[config.mk]
export PLATFORM = sky130hd
export DESIGN_NAME = bt_base_timer
export DESIGN_NICKNAME = d
export VERILOG_FILES = /design/src/logic/bt_pkg.sv /design/src/logic/bt_base_timer.sv /design/src/logic/bt_clock_front.sv
export SDC_FILE = /design/constraint.sdc
export NUM_CORES = 1
export LEC_CHECK = 0
export BUFFER_PORTS_ARGS = -buffer_cell sky130_fd_sc_hd__buf_2
export CAP_MARGIN = 10
export CORE_AREA = 2 2 61 121
export DETAILED_ROUTE_END_ITERATION = 8
export DIE_AREA = 0 0 63 123
export GPL_TIMING_DRIVEN = 0
export PLACE_DENSITY = 0.77
export SYNTH_ARGS = -nofsm -noshare
export SYNTH_HDL_FRONTEND = slang
export SYNTH_SLANG_ARGS = --single-unit
export TNS_END_PERCENT = 20
[constraint.sdc]
create_clock -name sys_clk_i -period 5.94 [get_ports sys_clk_i]
set_input_delay 1.188 -clock sys_clk_i [delete_from_list [all_inputs] [get_ports sys_clk_i]]
set_output_delay 1.188 -clock sys_clk_i [all_outputs]
set_load 0.03 [all_outputs]
[src/logic/bt_pkg.sv]
// Constants shared by the base timer and its clock front end.
// Assumes every user of it imports the whole package.
`default_nettype none
package bt_pkg;
	// Field widths
	localparam int unsigned BT_BYTE_W = 8;
	localparam int unsigned BT_CS_W   = 3;
	localparam int unsigned BT_PS_W   = 4;
	localparam int unsigned BT_PSC_W  = 16;
	// Clock source codes
	localparam logic [2:0] BT_CS_LOGIC_CELL1 = 3'h7;
	localparam logic [2:0] BT_CS_SECONDARY   = 3'h6;
	localparam logic [2:0] BT_CS_MEDIUM_OSC  = 3'h5;
	localparam logic [2:0] BT_CS_LOW_OSC     = 3'h4;
	localparam logic [2:0] BT_CS_HIGH_OSC    = 3'h3;
	localparam logic [2:0] BT_CS_INSTR_CLK   = 3'h2;
	// Reset and special values
	localparam logic [7:0]  BT_BYTE_ZERO = 8'h00;
	localparam logic [7:0]  BT_BYTE_ONE  = 8'h01;
	localparam logic [7:0]  BT_BYTE_ONES = 8'hFF;
	localparam logic [15:0] BT_PSC_ZERO  = 16'h0000;
	localparam logic [15:0] BT_PSC_ONE   = 16'h0001;
endpackage : bt_pkg
`default_nettype wire

[src/logic/bt_base_timer.sv]
// Base timer: 8-bit period match or 16-bit free-running counter.
// Assumes software strobes are one-cycle pulses synchronous to sys_clk_i.
//
// What this block does
// - Width bit picks 8-bit or 16-bit mode
// - Count advances once per prescaled clock edge
// - Prescaler between source and counter, selectable ratio
// - 8-bit: compare low byte with buffered period
// - Match clears low byte, reloads period buffer
// - 16-bit: low read latches upper byte
// - 16-bit: high write buffered, applied on low write
// - 16-bit: count wraps from all ones to zero
// - 16-bit: no automatic reload once running
// - 3-bit field selects count clock source
// - Prescaled clock used synchronised or asynchronous
`timescale 1ns/1ps
`default_nettype none
module bt_base_timer
	import bt_pkg::*;
(
	// Clock and reset
	input  wire logic                 sys_clk_i,
	input  wire logic                 rst_n_i,
	// Count clock sources
	input  wire logic                 logic_cell1_output_i,
	input  wire logic                 secondary_oscillator_i,
	input  wire logic                 medium_freq_internal_osc_i,
	input  wire logic                 low_freq_internal_osc_i,
	input  wire logic                 high_freq_internal_osc_i,
	input  wire logic                 instruction_clock_i,
	// Configuration
	input  wire logic                 counter_width_select_i,
	input  wire logic [BT_CS_W-1:0]   clock_source_select_i,
	input  wire logic [BT_PS_W-1:0]   prescale_select_i,
	input  wire logic                 async_select_i,
	// Software access strobes
	input  wire logic                 low_byte_rd_i,
	input  wire logic                 low_byte_wr_i,
	input  wire logic                 high_byte_wr_i,
	input  wire logic [BT_BYTE_W-1:0] wr_data_i,
	input  wire logic                 overflow_clr_i,
	// Visible state
	output logic [BT_BYTE_W-1:0]      count_low_byte_o,
	output logic [BT_BYTE_W-1:0]      count_high_byte_o,
	output logic                      overflow_flag_o
);
	logic                 tick;         // Prescaled count edge
	logic [BT_BYTE_W-1:0] cnt_upper_ff; // Counter upper byte, 16-bit mode
	logic [BT_BYTE_W-1:0] period_buf_ff;// Period copy used for compare
	logic                 match;        // 8-bit compare hit
	logic                 wrap;         // 16-bit rollover
	logic                 wide;         // 16-bit mode
	logic                 carry;        // Low byte rolls into the upper byte

	// All-ones test on a count byte; shared by the carry and wrap terms
	function automatic logic byte_full(input logic [BT_BYTE_W-1:0] b);
		byte_full = (b == BT_BYTE_ONES);
	endfunction

	// Mode and event decode; carry and wrap only exist in 16-bit mode
	assign wide  = counter_width_select_i;
	assign match = tick && !wide && (count_low_byte_o == period_buf_ff);
	assign carry = tick && wide && byte_full(count_low_byte_o);
	assign wrap  = carry && byte_full(cnt_upper_ff);

	// Clock selection, prescaler and sync option
	bt_clock_front u_front (
		.sys_clk_i                  (sys_clk_i),
		.rst_n_i                    (rst_n_i),
		.logic_cell1_output_i       (logic_cell1_output_i),
		.secondary_oscillator_i     (secondary_oscillator_i),
		.medium_freq_internal_osc_i (medium_freq_internal_osc_i),
		.low_freq_internal_osc_i    (low_freq_internal_osc_i),
		.high_freq_internal_osc_i   (high_freq_internal_osc_i),
		.instruction_clock_i        (instruction_clock_i),
		.clock_source_select_i      (clock_source_select_i),
		.prescale_select_i          (prescale_select_i),
		.async_select_i             (async_select_i),
		.count_tick_o               (tick)
	);

	// Low byte: software write beats a tick in the same cycle
	always_ff @(posedge sys_clk_i or negedge rst_n_i)
	begin
		if (!rst_n_i)
			count_low_byte_o <= BT_BYTE_ZERO;
		else if (low_byte_wr_i)
			count_low_byte_o <= wr_data_i;
		else if (match)
			count_low_byte_o <= BT_BYTE_ZERO;
		else if (tick)
			count_low_byte_o <= count_low_byte_o + BT_BYTE_ONE;
	end

	// Upper counter byte, only moves in 16-bit mode
	always_ff @(posedge sys_clk_i or negedge rst_n_i)
	begin
		if (!rst_n_i)
			cnt_upper_ff <= BT_BYTE_ZERO;
		else if (wide && low_byte_wr_i)
			cnt_upper_ff <= count_high_byte_o;
		else if (carry)
			cnt_upper_ff <= cnt_upper_ff + BT_BYTE_ONE;
	end

	// High byte register: write buffer, read latch in 16-bit mode
	always_ff @(posedge sys_clk_i or negedge rst_n_i)
	begin
		if (!rst_n_i)
			count_high_byte_o <= BT_BYTE_ONES;
		else if (high_byte_wr_i)
			count_high_byte_o <= wr_data_i;
		else if (wide && low_byte_rd_i)
			count_high_byte_o <= cnt_upper_ff;
	end

	// Period buffer: only refreshed on a match, so writes take effect next period
	always_ff @(posedge sys_clk_i or negedge rst_n_i)
	begin
		if (!rst_n_i)
			period_buf_ff <= BT_BYTE_ONES;
		else if (match)
			period_buf_ff <= count_high_byte_o;
	end

	// Overflow flag: a new event wins over a clear
	always_ff @(posedge sys_clk_i or negedge rst_n_i)
	begin
		if (!rst_n_i)
			overflow_flag_o <= 1'b0;
		else if (match || wrap)
			overflow_flag_o <= 1'b1;
		else if (overflow_clr_i)
			overflow_flag_o <= 1'b0;
	end

	// Checks: 8-bit mode
	a_match_clears_low: assert property (@(posedge sys_clk_i) disable iff (!rst_n_i)
		match && !low_byte_wr_i |=> count_low_byte_o == BT_BYTE_ZERO)
		else $error("low byte not cleared on match");
	a_match_reloads_buf: assert property (@(posedge sys_clk_i) disable iff (!rst_n_i)
		match |=> period_buf_ff == $past(count_high_byte_o))
		else $error("period buffer not reloaded");
	a_narrow_increment: assert property (@(posedge sys_clk_i) disable iff (!rst_n_i)
		tick && !wide && !match && !low_byte_wr_i
		|=> count_low_byte_o == $past(count_low_byte_o) + BT_BYTE_ONE)
		else $error("8-bit count did not advance");
	// Upper byte stays frozen while in 8-bit mode
	a_upper_hold_narrow: assert property (@(posedge sys_clk_i) disable iff (!rst_n_i)
		!wide |=> $stable(cnt_upper_ff))
		else $error("upper byte moved in 8-bit mode");
	// A new period waits for the next match, never applied mid-period
	a_buf_hold: assert property (@(posedge sys_clk_i) disable iff (!rst_n_i)
		!match |=> $stable(period_buf_ff))
		else $error("period buffer moved without match");

	// Checks: 16-bit mode
	// Every tick without a low byte write advances the low byte, all-ones included
	a_wide_increment: assert property (@(posedge sys_clk_i) disable iff (!rst_n_i)
		tick && wide && !low_byte_wr_i
		|=> count_low_byte_o == $past(count_low_byte_o) + BT_BYTE_ONE)
		else $error("16-bit low byte did not advance");
	// A low byte rollover carries into the upper byte
	a_wide_carry: assert property (@(posedge sys_clk_i) disable iff (!rst_n_i)
		carry && !low_byte_wr_i |=> cnt_upper_ff == $past(cnt_upper_ff) + BT_BYTE_ONE)
		else $error("carry into upper byte lost");
	// Upper byte only moves by carry or by a low byte write
	a_upper_no_reload: assert property (@(posedge sys_clk_i) disable iff (!rst_n_i)
		wide && !carry && !low_byte_wr_i |=> $stable(cnt_upper_ff))
		else $error("upper byte reloaded");
	a_wide_wrap: assert property (@(posedge sys_clk_i) disable iff (!rst_n_i)
		wrap && !low_byte_wr_i |=> count_low_byte_o == BT_BYTE_ZERO
		&& cnt_upper_ff == BT_BYTE_ZERO && overflow_flag_o)
		else $error("16-bit wrap wrong");
	a_read_latch: assert property (@(posedge sys_clk_i) disable iff (!rst_n_i)
		wide && low_byte_rd_i && !high_byte_wr_i |=> count_high_byte_o == $past(cnt_upper_ff))
		else $error("upper byte not latched on read");
	a_write_transfer: assert property (@(posedge sys_clk_i) disable iff (!rst_n_i)
		wide && low_byte_wr_i |=> cnt_upper_ff == $past(count_high_byte_o)
		&& count_low_byte_o == $past(wr_data_i))
		else $error("buffered high byte not applied");
	// High byte write lands in the register on its own
	a_high_write_take: assert property (@(posedge sys_clk_i) disable iff (!rst_n_i)
		high_byte_wr_i |=> count_high_byte_o == $past(wr_data_i))
		else $error("high byte write lost");
	// High register only moves by a write or a 16-bit low read
	a_high_hold: assert property (@(posedge sys_clk_i) disable iff (!rst_n_i)
		!high_byte_wr_i && !(wide && low_byte_rd_i) |=> $stable(count_high_byte_o))
		else $error("high byte moved unasked");
	a_no_tick_hold: assert property (@(posedge sys_clk_i) disable iff (!rst_n_i)
		!tick && !low_byte_wr_i |=> $stable(count_low_byte_o))
		else $error("count moved without tick");

	// Checks: overflow flag
	a_flag_sticky: assert property (@(posedge sys_clk_i) disable iff (!rst_n_i)
		overflow_flag_o && !overflow_clr_i |=> overflow_flag_o [*1])
		else $error("overflow flag dropped");
	a_flag_set_wins: assert property (@(posedge sys_clk_i) disable iff (!rst_n_i)
		(match || wrap) && overflow_clr_i |=> overflow_flag_o)
		else $error("clear beat a new event");
	// Clear without a competing event drops the flag
	a_flag_clears: assert property (@(posedge sys_clk_i) disable iff (!rst_n_i)
		overflow_clr_i && !match && !wrap |=> !overflow_flag_o)
		else $error("overflow flag not cleared");
	// Flag rises only on a match or a wrap
	a_flag_no_spurious: assert property (@(posedge sys_clk_i) disable iff (!rst_n_i)
		!overflow_flag_o && !match && !wrap |=> !overflow_flag_o)
		else $error("overflow flag set without event");

	// Coverage of main scenarios
	c_narrow_match: cover property (@(posedge sys_clk_i) disable iff (!rst_n_i) match);
	c_wide_wrap:    cover property (@(posedge sys_clk_i) disable iff (!rst_n_i) wrap);
	c_read_then_write: cover property (@(posedge sys_clk_i) disable iff (!rst_n_i)
		wide && low_byte_rd_i ##[1:20] wide && low_byte_wr_i);
	c_set_and_clear: cover property (@(posedge sys_clk_i) disable iff (!rst_n_i)
		(match || wrap) && overflow_clr_i);
	c_buffered_write: cover property (@(posedge sys_clk_i) disable iff (!rst_n_i)
		wide && high_byte_wr_i ##[1:20] wide && low_byte_wr_i);

endmodule // bt_base_timer
`default_nettype wire

[src/logic/bt_clock_front.sv]
// Count clock front end: source select, edge detect, prescaler, sync option.
// Assumes all source levels are already synchronous to sys_clk_i.
`timescale 1ns/1ps
`default_nettype none
module bt_clock_front
	import bt_pkg::*;
(
	// Clock and reset
	input  wire logic                sys_clk_i,
	input  wire logic                rst_n_i,
	// Source levels
	input  wire logic                logic_cell1_output_i,
	input  wire logic                secondary_oscillator_i,
	input  wire logic                medium_freq_internal_osc_i,
	input  wire logic                low_freq_internal_osc_i,
	input  wire logic                high_freq_internal_osc_i,
	input  wire logic                instruction_clock_i,
	// Configuration
	input  wire logic [BT_CS_W-1:0]  clock_source_select_i,
	input  wire logic [BT_PS_W-1:0]  prescale_select_i,
	input  wire logic                async_select_i,
	// Prescaled count tick
	output logic                     count_tick_o
);
	logic                reserved;      // Codes without a source
	logic                src_level;     // Selected source level
	logic                src_prev_ff;   // Last source level
	logic                ic_prev_ff;    // Last instruction clock level
	logic                ic_rise;       // Instruction clock edge
	logic                src_rise;      // Source rising edge
	logic [BT_PSC_W-1:0] psc_cnt_ff;    // Prescale counter
	logic                psc_out;       // Prescaled edge, unsynchronised
	logic                pending_ff;    // Edge waiting for instruction clock
	logic                nxt_tick;

	// Ratio mask: 2^sel - 1
	function automatic logic [BT_PSC_W-1:0] psc_mask(input logic [BT_PS_W-1:0] sel);
		psc_mask = (BT_PSC_ONE << sel) - BT_PSC_ONE;
	endfunction

	// Source multiplexer
	always_comb
	begin
		reserved  = 1'b0;
		src_level = 1'b0;
		case (clock_source_select_i)
			BT_CS_LOGIC_CELL1: src_level = logic_cell1_output_i;
			BT_CS_SECONDARY:   src_level = secondary_oscillator_i;
			BT_CS_MEDIUM_OSC:  src_level = medium_freq_internal_osc_i;
			BT_CS_LOW_OSC:     src_level = low_freq_internal_osc_i;
			BT_CS_HIGH_OSC:    src_level = high_freq_internal_osc_i;
			BT_CS_INSTR_CLK:   src_level = instruction_clock_i;
			default:           reserved  = 1'b1;
		endcase
	end

	assign src_rise = src_level & ~src_prev_ff;
	assign ic_rise  = instruction_clock_i & ~ic_prev_ff;
	assign psc_out  = src_rise && (psc_cnt_ff >= psc_mask(prescale_select_i));

	// Edge history
	always_ff @(posedge sys_clk_i or negedge rst_n_i)
	begin
		if (!rst_n_i)
		begin
			src_prev_ff <= 1'b0;
			ic_prev_ff  <= 1'b0;
		end
		else
		begin
			src_prev_ff <= src_level;
			ic_prev_ff  <= instruction_clock_i;
		end
	end

	// Prescaler; a count left above a lowered ratio fires on the next edge,
	// so it never has to run on to its own rollover before counting again
	always_ff @(posedge sys_clk_i or negedge rst_n_i)
	begin
		if (!rst_n_i)
			psc_cnt_ff <= BT_PSC_ZERO;
		else if (reserved)
			psc_cnt_ff <= BT_PSC_ZERO;
		else if (psc_out)
			psc_cnt_ff <= BT_PSC_ZERO;
		else if (src_rise)
			psc_cnt_ff <= psc_cnt_ff + BT_PSC_ONE;
	end

	// Sync option: hold the edge until the instruction clock rises
	always_comb
	begin
		if (reserved)
			nxt_tick = 1'b0;
		else if (async_select_i)
			nxt_tick = psc_out;
		else
			nxt_tick = (pending_ff | psc_out) & ic_rise;
	end

	always_ff @(posedge sys_clk_i or negedge rst_n_i)
	begin
		if (!rst_n_i)
			pending_ff <= 1'b0;
		else if (reserved || async_select_i)
			pending_ff <= 1'b0;
		else if (ic_rise)
			pending_ff <= 1'b0;
		else if (psc_out)
			pending_ff <= 1'b1;
	end

	always_ff @(posedge sys_clk_i or negedge rst_n_i)
	begin
		if (!rst_n_i)
			count_tick_o <= 1'b0;
		else
			count_tick_o <= nxt_tick;
	end

	a_reserved_no_tick: assert property (@(posedge sys_clk_i) disable iff (!rst_n_i)
		reserved |=> !count_tick_o) else $error("tick on reserved source");

endmodule // bt_clock_front
`default_nettype wire

==> results summary, run 1 <==
Dividing the final minimum period by the clock period gives 76.5%. The max-cap violation count came out at 0. The number of antenna violations at the first check in global routing was 0. Dividing total power by cell area gives a power density of 237 nW/µm². The quantity of gates resized following cts came out at 0. At the pin with the least slew margin, the transition time is 0.677 ns. The clock buffer count from CTS came out at 5.

Clock skew on the completed layout was measured at 0.00596 ns. The I/O pin total came out at 46. The clock latency on the worst-skew pair came out at 0.29 ns. The area fraction in compound gates after synthesis came out at 15.9%. Summed over its instances, the top area cell type makes up 27.2% of the synthesized netlist area.

The share of cells above drive strength 1 is 24.5%. The achievable clock frequency came out at between 0.2 and 0.25 GHz. The number of distinct library cell variants in the gate-level netlist after synthesis came out at 54.

After synthesis, the largest family of logic cells by area is simple AND/OR/NAND/NOR gates. The synthesized netlist occupies a cell area of 3400 µm². The number of flops mapped to enable cells by yosys came out at 0.

The buffer cell driving the clock tree root is sky130_fd_sc_hd__clkbuf_16. The total overflow left after global routing is 0. The row count came out at 43. The worst setup path is captured at a register. The die outline width came out at 63 µm. On the critical path the largest part of the delay comes from simple AND/OR/NAND/NOR gates. The maximum level of the CTS H-tree came out at 2. The final hold violation count is 0. TritonCTS built the clock tree. After synthesis, the share of flip-flops with an asynchronous set or reset is 100%.

The filler cell count in the final layout came out at 608. Entering global routing, the biggest net connects 54 pins. The design area is 3920 µm². The largest fanout on the critical path is 10. After detailed routing, the number of vias per cell comes to 5.40.

Measured against the total synthesized area, the mux share comes to 5.88%. The final setup violation count is 0. The Yosys step of the flow raised 0 warnings.

After detailed routing, the average wire length per cell comes to 13.8 µm. The highest ir drop seen on vdd is 0.000139 V. The length in cells of the worst reg-to-reg path is 8. Summing all multi-input logic gate instances after layout gives 1920 µm².

When the netlist entered floorplanning its net count stood at between 400 and 500. In this run, the number of DRC markers left after iteration 0 of detailed routing was 161. The most used flip-flop cell after synthesis is sky130_fd_sc_hd__dfrtp_1. The clock drives 53 sinks. Setup repair after global routing left no endpoint under its margin. The routability-driven placement congestion ratio is between 0.8 and 0.9. The simple-gate share of the synthesized area came out at 17.5%. The number of setup buffers added after CTS is 0. The worst slew margin relative to its limit is 54.8%. The total number of nets in the final design is 456.

The area of the die is roughly 7700 µm². STA puts the critical path data required time at 6.12 ns. The die span in y came out at between 100 and 150 µm. The cell count of the worst hold path is 2.

The flow ran to the end, and the final reports show no timing, DRC or antenna violations. For this run, the slowest stage of the critical path takes 0.49 ns. The first TritonRoute pass finished after 4 iterations. The worst setup path is of the in2reg kind. The flip-flop and latch count after synthesis is 53.

Buffers inserted to repair hold after CTS numbered 0. The signal on the critical path passes through clkbuf_1, or2_2, or3_1, ha_1, clkbuf_1, nor4_1, a31oi_1, o22a_1, ha_1, nand2_1, nor4_1, inv_1, o311ai_1, o2bb2ai_2, buf_6, nor2_1. The clock-pin transition on the worst setup and hold timing paths is 0.06 ns. The count of antenna-violating nets left after detailed routing is 0. The starting density of the core came out at 49.8%. The half-perimeter wire length of the detailed placement result is 5130 µm.

The layout overhead on the synthesized area came out at 15.1%. The placeable core region is 6830 µm². The total inserted antenna cells came out at 0. The adder and majority gate portion of the synthesized area came out at 7.36%. A synthesized cell averages between 9 and 10 µm². Data arrives at the worst endpoint at 4.72 ns. Synthesis handed over a netlist of approximately 360 instances.

The sequential standard cell area is roughly 1300 µm². The clock tree buffer depth is 2. Of the synthesized area, sequential elements account for 39.6%. After routing, the total negative slack on setup checks comes to 0 ns. The count of unresolved DRC violations after routing is 0.

The xor/xnor share of the synthesized area is 9.78%. The number of cells in the design after placement is 489. The type of the tightest min-delay check is reg2reg. Across every metal layer, demand over resource in global routing totals about a fifth.

After synthesis, the cell types taking the most area are sky130_fd_sc_hd__dfrtp_1, sky130_fd_sc_hd__dfstp_2, sky130_fd_sc_hd__ha_1. The shortest clock period the worst path allows after layout is about 4.5 ns. Of all cell types, the one taking the most synthesized area is sky130_fd_sc_hd__dfrtp_1. The worst setup path is launched from an input pin. On the critical path, the stage with the largest delay is an instance of sky130_fd_sc_hd__o311ai_1. The detailed router placed 2688 vias in this run.

The finished layout holds 498 standard cells, fillers aside. The register-to-register setup slack came out at 3.56 ns. Counting buffers and inverters, the worst setup path is 16 cells deep. The placed instance area came out at 3720 µm². The final layout contains routed wiring with a total length of 6860 µm. The leakage power figure came out at ~0.0017 µW. The total count of max-transition violations in the final report is 0. The quantity of I/O buffers inserted on ports came out at 42.

The first-pass GRT wire length came out at 11900 µm. The number of global-route vias before repair came out at around 2600. Together, buffers and inverters on the worst path number 4.
==> metrics by stage <==
step	setup WS (ns)	utilization, %	total power (µW)	hold slack [ns]
3_5_place_dp	1.06	54.5	614	0.466
6_report	1.40	57.3	927	0.479
3_3_place_gp	1.10	54.5	610	0.464
2_1_floorplan	1.58	-	555	0.504
4_1_cts	1.35	56.9	936	0.481
5_1_grt	1.03	57.3	978	0.522
==> per-layer routing <==
| metal | global-route usage [%] | up-vias | routed length [µm] | part of all wire (%) |
|---|---|---|---|---|
| met1 | 24.9 | 1275 | 3150 | 46 |
| met2 | 32.7 | 55 | 3360 | 49 |
| met5 | 0 | - | 0 | 0 |
| met3 | 2.55 | 8 | 241 | 3.5 |
| li1 | - | 1350 | - | - |
| met4 | 6.53 | 0 | 116 | 1.7 |
==> sequential cells by signal (all words and copies together), names as in the netlist, 8 cells and up <==
name                flops
u_front.psc_cnt_ff     16
cnt_upper_ff            8
count_high_byte_o       8
count_low_byte_o        8
period_buf_ff           8
==> cell type report <==
cell class / count / area share (%)
multi-input combinational: 274 / 49.1
clock inverter: 2 / 0.863
sequential: 53 / 34.4
buffer: 16 / 2.08
inverter: 14 / 1.34
clock buffer: 6 / 3.29
tap: 90 / 2.88
timing repair buffer: 43 / 6.07
==> cell usage after synthesis, drive strengths merged, types with 3 or more instances <==
| master | instances |
|---|---|
| nand2 | 49 |
| dfrtp | 37 |
| xnor2 | 28 |
| nor2 | 24 |
| o21ai | 24 |
| a21oi | 20 |
| ha | 20 |
| dfstp | 16 |
| inv | 14 |
| nand3 | 14 |
| clkbuf | 11 |
| mux2i | 11 |
| nand4 | 10 |
| xor2 | 10 |
| a211oi | 8 |
| mux2 | 8 |
| o31ai | 7 |
| buf | 5 |
| nor3 | 5 |
| a21boi | 3 |
| a31oi | 3 |
| and2 | 3 |
| or2 | 3 |
==> power breakdown <==
part	switching, µW	leakage [µW]	internal, µW
clock network	121	0.0000785	198
logic	106	0.000953	71.9
registers	36.7	0.000652	394
total	263	0.00168	664
==> logic make-up after synthesis <==
family                   after synthesis
multiplexers                          19
adder cells (fa/ha/maj)               20
XOR/XNOR                              38
AO/OA/AOI/OAI                         75
flip-flops                            53
other                                  1
buffers and inverters                 30
AND/OR/NAND/NOR                      121
==> cells in the final DEF, fill, tap and decap left out, types with 4 or more instances in the layout <==
cell / instances
sky130_fd_sc_hd__nor2_2: 5
sky130_fd_sc_hd__a211oi_1: 4
sky130_fd_sc_hd__inv_1: 13
sky130_fd_sc_hd__mux2_2: 8
sky130_fd_sc_hd__ha_1: 20
sky130_fd_sc_hd__nor2_1: 19
sky130_fd_sc_hd__nand3_1: 14
sky130_fd_sc_hd__clkbuf_16: 5
sky130_fd_sc_hd__xor2_1: 10
sky130_fd_sc_hd__dfstp_2: 16
sky130_fd_sc_hd__xnor2_1: 28
sky130_fd_sc_hd__nand4_1: 10
sky130_fd_sc_hd__mux2i_1: 11
sky130_fd_sc_hd__a21oi_1: 20
sky130_fd_sc_hd__a211oi_2: 4
sky130_fd_sc_hd__o31ai_1: 6
sky130_fd_sc_hd__nand2_1: 49
sky130_fd_sc_hd__o21ai_0: 24
sky130_fd_sc_hd__buf_2: 43
sky130_fd_sc_hd__dfrtp_1: 37
sky130_fd_sc_hd__clkbuf_1: 11
==> path summary, 6_finish.rpt <==
kind | from | to
worst max-delay path | prescale_select_i[0] | u_front.psc_cnt_ff[6]
worst min-delay path | overflow_flag_o | overflow_flag_o
worst max register to register | u_front.psc_cnt_ff[13] | u_front.psc_cnt_ff[6]
worst min register to register | overflow_flag_o | overflow_flag_o
max in group asynchronous | rst_n_i | count_high_byte_o[4]
min in group asynchronous | rst_n_i | cnt_upper_ff[5]
==> tightest hold or removal path: stages (launching register included) <==
cell and delay [ns]:
sky130_fd_sc_hd__dfrtp_1 0.34, sky130_fd_sc_hd__a21oi_1 0.06, sky130_fd_sc_hd__nand2_1 0.05
Power figures use the tool's default switching activity.
==> run 2, diff against run 1 <==
- clock period: 5.94 -> 4.6 ns (I/O delays scaled with it)
==> results summary, run 2 (same netlist as run 1, synthesis figures left out) <==
The flow ran to the end, and the final reports show no timing, DRC or antenna violations. The initial utilization of the core area, before any placement, comes to 49.8%. The total internal power is 857 µW. The flip-flop count of the largest register after layout came out at 16. In this run the critical register-to-register path is launched from u_front.psc_cnt_ff[13]. The total length of routed wires is 6890 µm. The switching portion of total power came out at 28.5%. The largest clock skew in the final design is between 0.005 and 0.006 ns.

The final period utilization is about nine tenths. For the worst setup path, the data arrival time is 4.35 ns. The register-to-register setup slack is 2.31 ns. The critical path goes through clkbuf_1, or2_2, or3_1, ha_1, clkbuf_1, nor4_1, a31oi_1, o22a_1, ha_1, nand2_1, nor4_1, inv_1, o311ai_2, o2bb2ai_2, buf_6, nor2_1. The first TritonRoute pass finished after 4 iterations. Summing over every cut layer, the via total after detailed routing is 2714. Summing all multi-input logic gate instances after layout gives 1930 µm².

Summed over all nets, the switching power comes to approximately 340 µW. The shortest clock period the worst path allows after layout came out at 4.18 ns. TritonCTS built the clock tree. Global routing consumed, over all layers together, 19.2% of the routing resources.

Sequential cells burn 46.4% of the power. The average vias per placed instance is between 5 and 6. Dividing total power by cell area gives a power density of between 300 and 400 nW/µm². The length in cells of the worst reg-to-reg path is 8. The path class of the tightest hold or removal check is reg2reg. The clock-pin transition on the worst setup and hold timing paths is 0.06 ns. The final setup violation count is 0. The total inserted antenna cells is 0. The half-perimeter wire length of the detailed placement result came out at slightly above 5000 µm.

Cells with a size suffix above 1 make up 24.8% of the layout. The number of global-route vias before repair came out at 2602. The largest incremental delay on the critical path came out at 0.39 ns. Entering global routing, the biggest net connects 54 pins.

The maximum level of the CTS H-tree came out at 2. The hold path endpoint is overflow_flag_o. The kind of critical path is in2reg. The post-CTS setup buffer count is 0. The total number of nets in the final design is 456. Per report_power, the clock group accounts for 34.4% of the total. The required time at the worst-slack endpoint is 4.78 ns.

The cell count of the worst hold path is 2. The worst slew margin relative to its limit is 54.6%. Dividing the detail-routed wire length by the instance count gives 13.8 µm. The total grt overflow came out at 0. The worst hold path begins at overflow_flag_o. Counting along the longest clock path gives a buffer depth of 2. The buffer cell driving the clock tree root is sky130_fd_sc_hd__clkbuf_16.

The clock net in this run drives a total of 53 sinks. The final hold violation count is 0. Timing would allow up to 0.239 GHz. The die is 63 µm wide. The pin slew with the least headroom to its limit came out at ~0.7 ns. Across all hold checks on the routed design, the worst slack comes to ~0.48 ns. The proportion of power drawn by combinational gates is 19.2%. The first-iteration detailed-routing DRC count is 171.

Setup repair after global routing left no endpoint under its margin. At the end of routability-driven placement, the weighted congestion stood at 0.825. The clock buffer count from CTS is 5. The area of the die came out at 7750 µm². The filler cell count in the final layout is slightly above 600. The worst setup path is captured at a register. Leaving out fill and tap cells, the most frequent cell in the layout is sky130_fd_sc_hd__nand2_1. Setup slack on the critical path of the routed design comes to between 0.4 and 0.5 ns.

The placeable core region came out at 6830 µm². The first-pass GRT wire length came out at ~12000 µm. At the later pin of the worst-skew pair, clock insertion delay measures slightly below 0.3 ns. The analysis attributes to cell leakage a power of approximately 0.0017 µW. The worst setup path is launched from an input pin. VDD sags by at most roughly 0.00018 V. The die is 123 µm tall.

Buffers placed on the I/O ports in this run total 42. Compared with the post-synthesis result, the final layout area differs by 15.3%. The sequential standard cell area is 1350 µm². The pre-CTS worst setup slack is -0.0166 ns. Ranked by flip-flop count, first place goes to u_front.psc_cnt_ff. In the routed design, unresolved DRC markers number 0. Once detail routing completed, the nets flagged for antenna violations numbered 0. In the layout the commonest cells are sky130_fd_sc_hd__nand2_1, sky130_fd_sc_hd__buf_2, sky130_fd_sc_hd__dfrtp_1. The worst flop-to-flop path endpoint is u_front.psc_cnt_ff[6]. The number of antenna violations at the first check in global routing is 0. The total count of max-transition violations in the final report is 0. The row count came out at 43. Among all stages on the critical path, the largest delay is contributed by sky130_fd_sc_hd__o311ai_2.

The max-cap violation count is 0. In this run the worst path has a maximum fanout of 10. The I/O pin total is 46.
==> run 2: cell counts in the layout (fill, tap and decap cells not counted) <==
Identical to the previous run, type by type.
==> run 2: worst max path at each step <==
stage	start	to	cells after the start
final	prescale_select_i[0]	u_front.psc_cnt_ff[6]	16
after global routing	prescale_select_i[1]	u_front.psc_cnt_ff[6]	16
after CTS	prescale_select_i[0]	u_front.psc_cnt_ff[6]	16
after detailed placement	prescale_select_i[0]	u_front.psc_cnt_ff[10]	16
after global placement	prescale_select_i[0]	u_front.psc_cnt_ff[8]	16
after floorplan	prescale_select_i[0]	u_front.psc_cnt_ff[10]	16
==> run 2: layer usage <==
layer	up-vias	track usage, %	share of wire, %	routed length (µm)
li1	1351	-	-	-
met1	1287	24.9	46	3150
met2	68	32.7	49	3350
met3	8	2.55	3.8	261
met4	0	6.53	1.7	116
met5	-	0	0	0
==> run 2: layout make-up <==
| type | instances | share of cell area [%] |
|---|---|---|
| clock inverter | 2 | 0.861 |
| multi-input combinational | 274 | 49.2 |
| tap | 90 | 2.87 |
| timing repair buffer | 43 | 6.06 |
| buffer | 16 | 2.07 |
| inverter | 14 | 1.34 |
| sequential | 53 | 34.3 |
| clock buffer | 6 | 3.29 |
==> run 2: critical path: cells and delay by family <==
| family | cells | cell delay (ns) |
|---|---|---|
| buffers and inverters | 4 | 0.66 |
| AND/OR/NAND/NOR | 6 | 1.37 |
| AO/OA/AOI/OAI | 4 | 0.92 |
| adder cells (fa/ha/maj) | 2 | 0.46 |
==> run 2: repair_timing <==
item,CTS,global route
hold endpoints to repair,0,0
resized for setup,0,1
setup endpoints to repair,0,10
hold buffers,0,0
==> run 2: power groups by stage <==
stage	clock network, µW	registers [µW]	logic (µW)
5_1_grt	441	563	259
6_report	412	557	230
4_1_cts	423	557	229
2_1_floorplan	0	582	134
3_5_place_dp	0	565	228
3_3_place_gp	0	563	224
==> run 2: metrics by stage <==
step / power (µW) / std cells / instance area, µm² / setup TNS [ns] / utilization, %
after floorplan: 716 / 357 / 3400 / 0 / -
after global placement: 787 / 489 / 3720 / 0 / 54.5
after detailed placement: 793 / 489 / 3720 / -0.0978 / 54.5
after CTS: 1210 / 497 / 3890 / 0 / 56.9
after global routing: 1260 / 498 / 3920 / 0 / 57.4
final: 1200 / 498 / 3920 / 0 / 57.4
==> run 3, diff against run 2 <==
--- a/config.mk
+++ b/config.mk
@@ -12,5 +12,5 @@
 export DIE_AREA = 0 0 63 123
 export GPL_TIMING_DRIVEN = 0
-export PLACE_DENSITY = 0.77
+export PLACE_DENSITY = 0.7
 export SYNTH_ARGS = -nofsm -noshare
 export SYNTH_HDL_FRONTEND = slang
==> constraint.sdc (replaced) <==
create_clock -name sys_clk_i -period 4.6 [get_ports sys_clk_i]
set_input_delay 0.23 -clock sys_clk_i [delete_from_list [all_inputs] [get_ports sys_clk_i]]
set_output_delay 0.23 -clock sys_clk_i [all_outputs]
set_load 0.03 [all_outputs]
==> results summary, run 3 (same netlist as run 1, synthesis figures left out) <==
STA classifies the critical path endpoint as a register. The met2 routing resource usage after global routing is roughly 33%. The number of antenna violations at the first check in global routing came out at 0. The routability-driven placement congestion ratio came out at 0.895.

The highest ir drop seen on vdd came out at 0.000223 V. In this run the critical register-to-register path is launched from u_front.psc_cnt_ff[11]. The register-to-register setup slack came out at 2.14 ns. The register with the most flip-flops in the layout has 16 of them. The die span in y came out at 123 µm.

The endpoint identified for the worst register-to-register timing path is u_front.psc_cnt_ff[9]. Setup violations remaining at the end of the flow were counted as 0. The clock-pin transition on the worst setup and hold timing paths came out at ~0.070 ns.

The row count came out at 43. The total grt overflow is 0. The maximum number of pins on one net before global-route repair is 54. The number of iterations in the first detailed-routing pass is 4. The origin of the worst setup path is prescale_select_i[0]. STA classifies the critical path startpoint as an input pin. Dividing total power by cell area gives a power density of 299 nW/µm². The top register by number of flip-flops is u_front.psc_cnt_ff. The post-CTS setup buffer count came out at 0. The library cell used most frequently in the layout, excluding fill and tap cells, is sky130_fd_sc_hd__nand2_1. The number of sinks on the clock net came out at 53. The endpoint of the worst setup timing path is u_front.psc_cnt_ff[9]. The max-cap violation count is 0. The flow ran to the end, and the final reports show no timing, DRC or antenna violations. The initial utilization of the core area, before any placement, comes to 49.8%. The worst pin sits at a relative slew slack of between 60 and 70%. The final hold violation count was 0. The floorplan step defined a die boundary enclosing 7750 µm². The clock buffer count from CTS came out at 5. The global-route track usage on met1 came out at 26.0%. The summed negative setup slack over all endpoints is 0 ns. The design draws 1170 µW. The maximum level of the CTS H-tree is 2.

In the layout the commonest cells are sky130_fd_sc_hd__nand2_1, sky130_fd_sc_hd__buf_2, sky130_fd_sc_hd__dfrtp_1. Setup repair after global routing left no endpoint under its margin. The share of cells above drive strength 1 is 24.4%. Wires add up to 7300 µm. The met3 track utilization from global routing came out at 3.55%.

The setup path with the least slack is of type in2reg. The region available for standard cell placement spans 6830 µm². The largest clock skew in the final design came out at approximately 0.0094 ns. In the final routed layout, each cell accounts on average for roughly 15 µm. The pin slew with the least headroom to its limit is 0.551 ns.

The peak-usage layer in the global routing report is met2. The quantity of I/O buffers inserted on ports is 42. CTS placed an instance of sky130_fd_sc_hd__clkbuf_16 at the clock tree root. The arrival time at the worst endpoint is 3.87 ns. The shortest clock period the worst path allows after layout came out at about 3.7 ns. After detailed routing, the number of remaining DRC violations is 0. Of all nets on the critical path, the largest fanout is 10. No sink is reached through more buffers than the 2 on the longest clock path. In this run the worst hold path is classified as in2reg. The quantity of gates resized following cts came out at 0. The total count of max-transition violations in the final report is 0. For the worst setup path, the data required time is roughly 4.8 ns. The total inserted antenna cells is 0.

Across all layers, the routed design uses 2743 vias. Once detail routing completed, the nets flagged for antenna violations numbered 0. The total number of nets in the final design is around 460.

TritonCTS built the clock tree. Static timing analysis puts the maximum clock frequency at roughly 0.27 GHz. The first-pass GRT wire length is 12400 µm. The half-perimeter wire length of the detailed placement result came out at 5610 µm.

The area growth from synthesis to layout is 14.7%. The average vias per placed instance came out at between 5 and 6. The final period utilization came out at 80.4%. The clock latency on the worst-skew pair came out at 0.29 ns. Summed over all cells, the static leakage comes to 0.00168 µW. The fraction of the core area covered by cells at the end of the flow came out at around 57%. The first-iteration detailed-routing DRC count came out at around 130. The number of global-route vias before repair is 2702.

The length in cells of the worst reg-to-reg path came out at 8. From left edge to right edge, the die measures 63 µm. For this design the top-level I/O count stands at 46.

The global router's overall resource usage came out at 19.9%.
-- run 3: cell count changes in the layout (fill, tap and decap cells not counted) --
| cell | before | now |
|---|---|---|
| sky130_fd_sc_hd__buf_12 | 0 | 1 |
| sky130_fd_sc_hd__dlygate4sd3_1 | 0 | 1 |
| sky130_fd_sc_hd__buf_16 | 1 | 0 |
| sky130_fd_sc_hd__clkinv_1 | 1 | 0 |
| sky130_fd_sc_hd__clkbuf_1 | 11 | 12 |
| sky130_fd_sc_hd__bufinv_16 | 1 | 0 |
| sky130_fd_sc_hd__clkbuf_8 | 0 | 1 |
| sky130_fd_sc_hd__o311ai_2 | 1 | 0 |
| sky130_fd_sc_hd__o311ai_1 | 0 | 1 |
-- run 3: worst min path at each step --
stage | from | endpoint | slack [ns] | cells after the start
6_report | instruction_clock_i | u_front.ic_prev_ff | 0.08 | 1
5_1_grt | instruction_clock_i | u_front.ic_prev_ff | 0.07 | 1
4_1_cts | instruction_clock_i | u_front.ic_prev_ff | 0.07 | 1
3_5_place_dp | instruction_clock_i | u_front.ic_prev_ff | 0.38 | 1
3_3_place_gp | instruction_clock_i | u_front.ic_prev_ff | 0.37 | 1
2_1_floorplan | rst_n_i | cnt_upper_ff[0] | -0.07 | 0
-- run 3: through the flow --
stage	cell area, µm²	setup slack (ns)	std cells	hold slack [ns]
2_1_floorplan	3400	1.19	357	-0.0656
3_3_place_gp	3720	0.740	489	0.368
3_5_place_dp	3720	0.615	489	0.378
4_1_cts	3870	0.908	497	0.0746
5_1_grt	3900	0.646	499	0.0670
6_report	3900	0.902	499	0.0774
-- run 3: final cells by class --
type | count | area [µm²]
Buffer | 16 | 81.3
Sequential cell | 53 | 1350
Multi-Input combinational cell | 274 | 1920
Fill cell | 620 | 2930
Timing Repair Buffer | 44 | 240
Tap cell | 90 | 113
Clock buffer | 8 | 146
Inverter | 14 | 52.6
-- run 3: what timing repair did --
action / 4_1_cts / 5_1_grt
setup endpoints to repair: 0 / 0
endpoints found under the hold margin: 0 / 10
hold buffers: 0 / 1
-- run 3: power by group --
part | internal, µW | switching [µW]
Sequential | 509 | 49.1
Combinational | 94.1 | 140
Clock | 217 | 158
-- run 3: routing by layer --
metal | part of all wire [%] | routed length [µm]
met3 | 4.6 | 334
met1 | 43 | 3130
met4 | 1.4 | 99
met5 | 0 | 0
met2 | 51 | 3740
-- run 3: critical path, stage by stage --
cell and delay (ns):
sky130_fd_sc_hd__clkbuf_1 0.16, sky130_fd_sc_hd__or2_2 0.37, sky130_fd_sc_hd__or3_1 0.34, sky130_fd_sc_hd__ha_1 0.19
sky130_fd_sc_hd__clkbuf_1 0.20, sky130_fd_sc_hd__nor4_1 0.23, sky130_fd_sc_hd__a31oi_1 0.09, sky130_fd_sc_hd__o22a_1 0.21
sky130_fd_sc_hd__ha_1 0.27, sky130_fd_sc_hd__nand2_1 0.06, sky130_fd_sc_hd__nor4_1 0.39, sky130_fd_sc_hd__inv_1 0.08
sky130_fd_sc_hd__o311ai_1 0.49, sky130_fd_sc_hd__o2bb2ai_2 0.27, sky130_fd_sc_hd__buf_6 0.21, sky130_fd_sc_hd__nor2_1 0.06
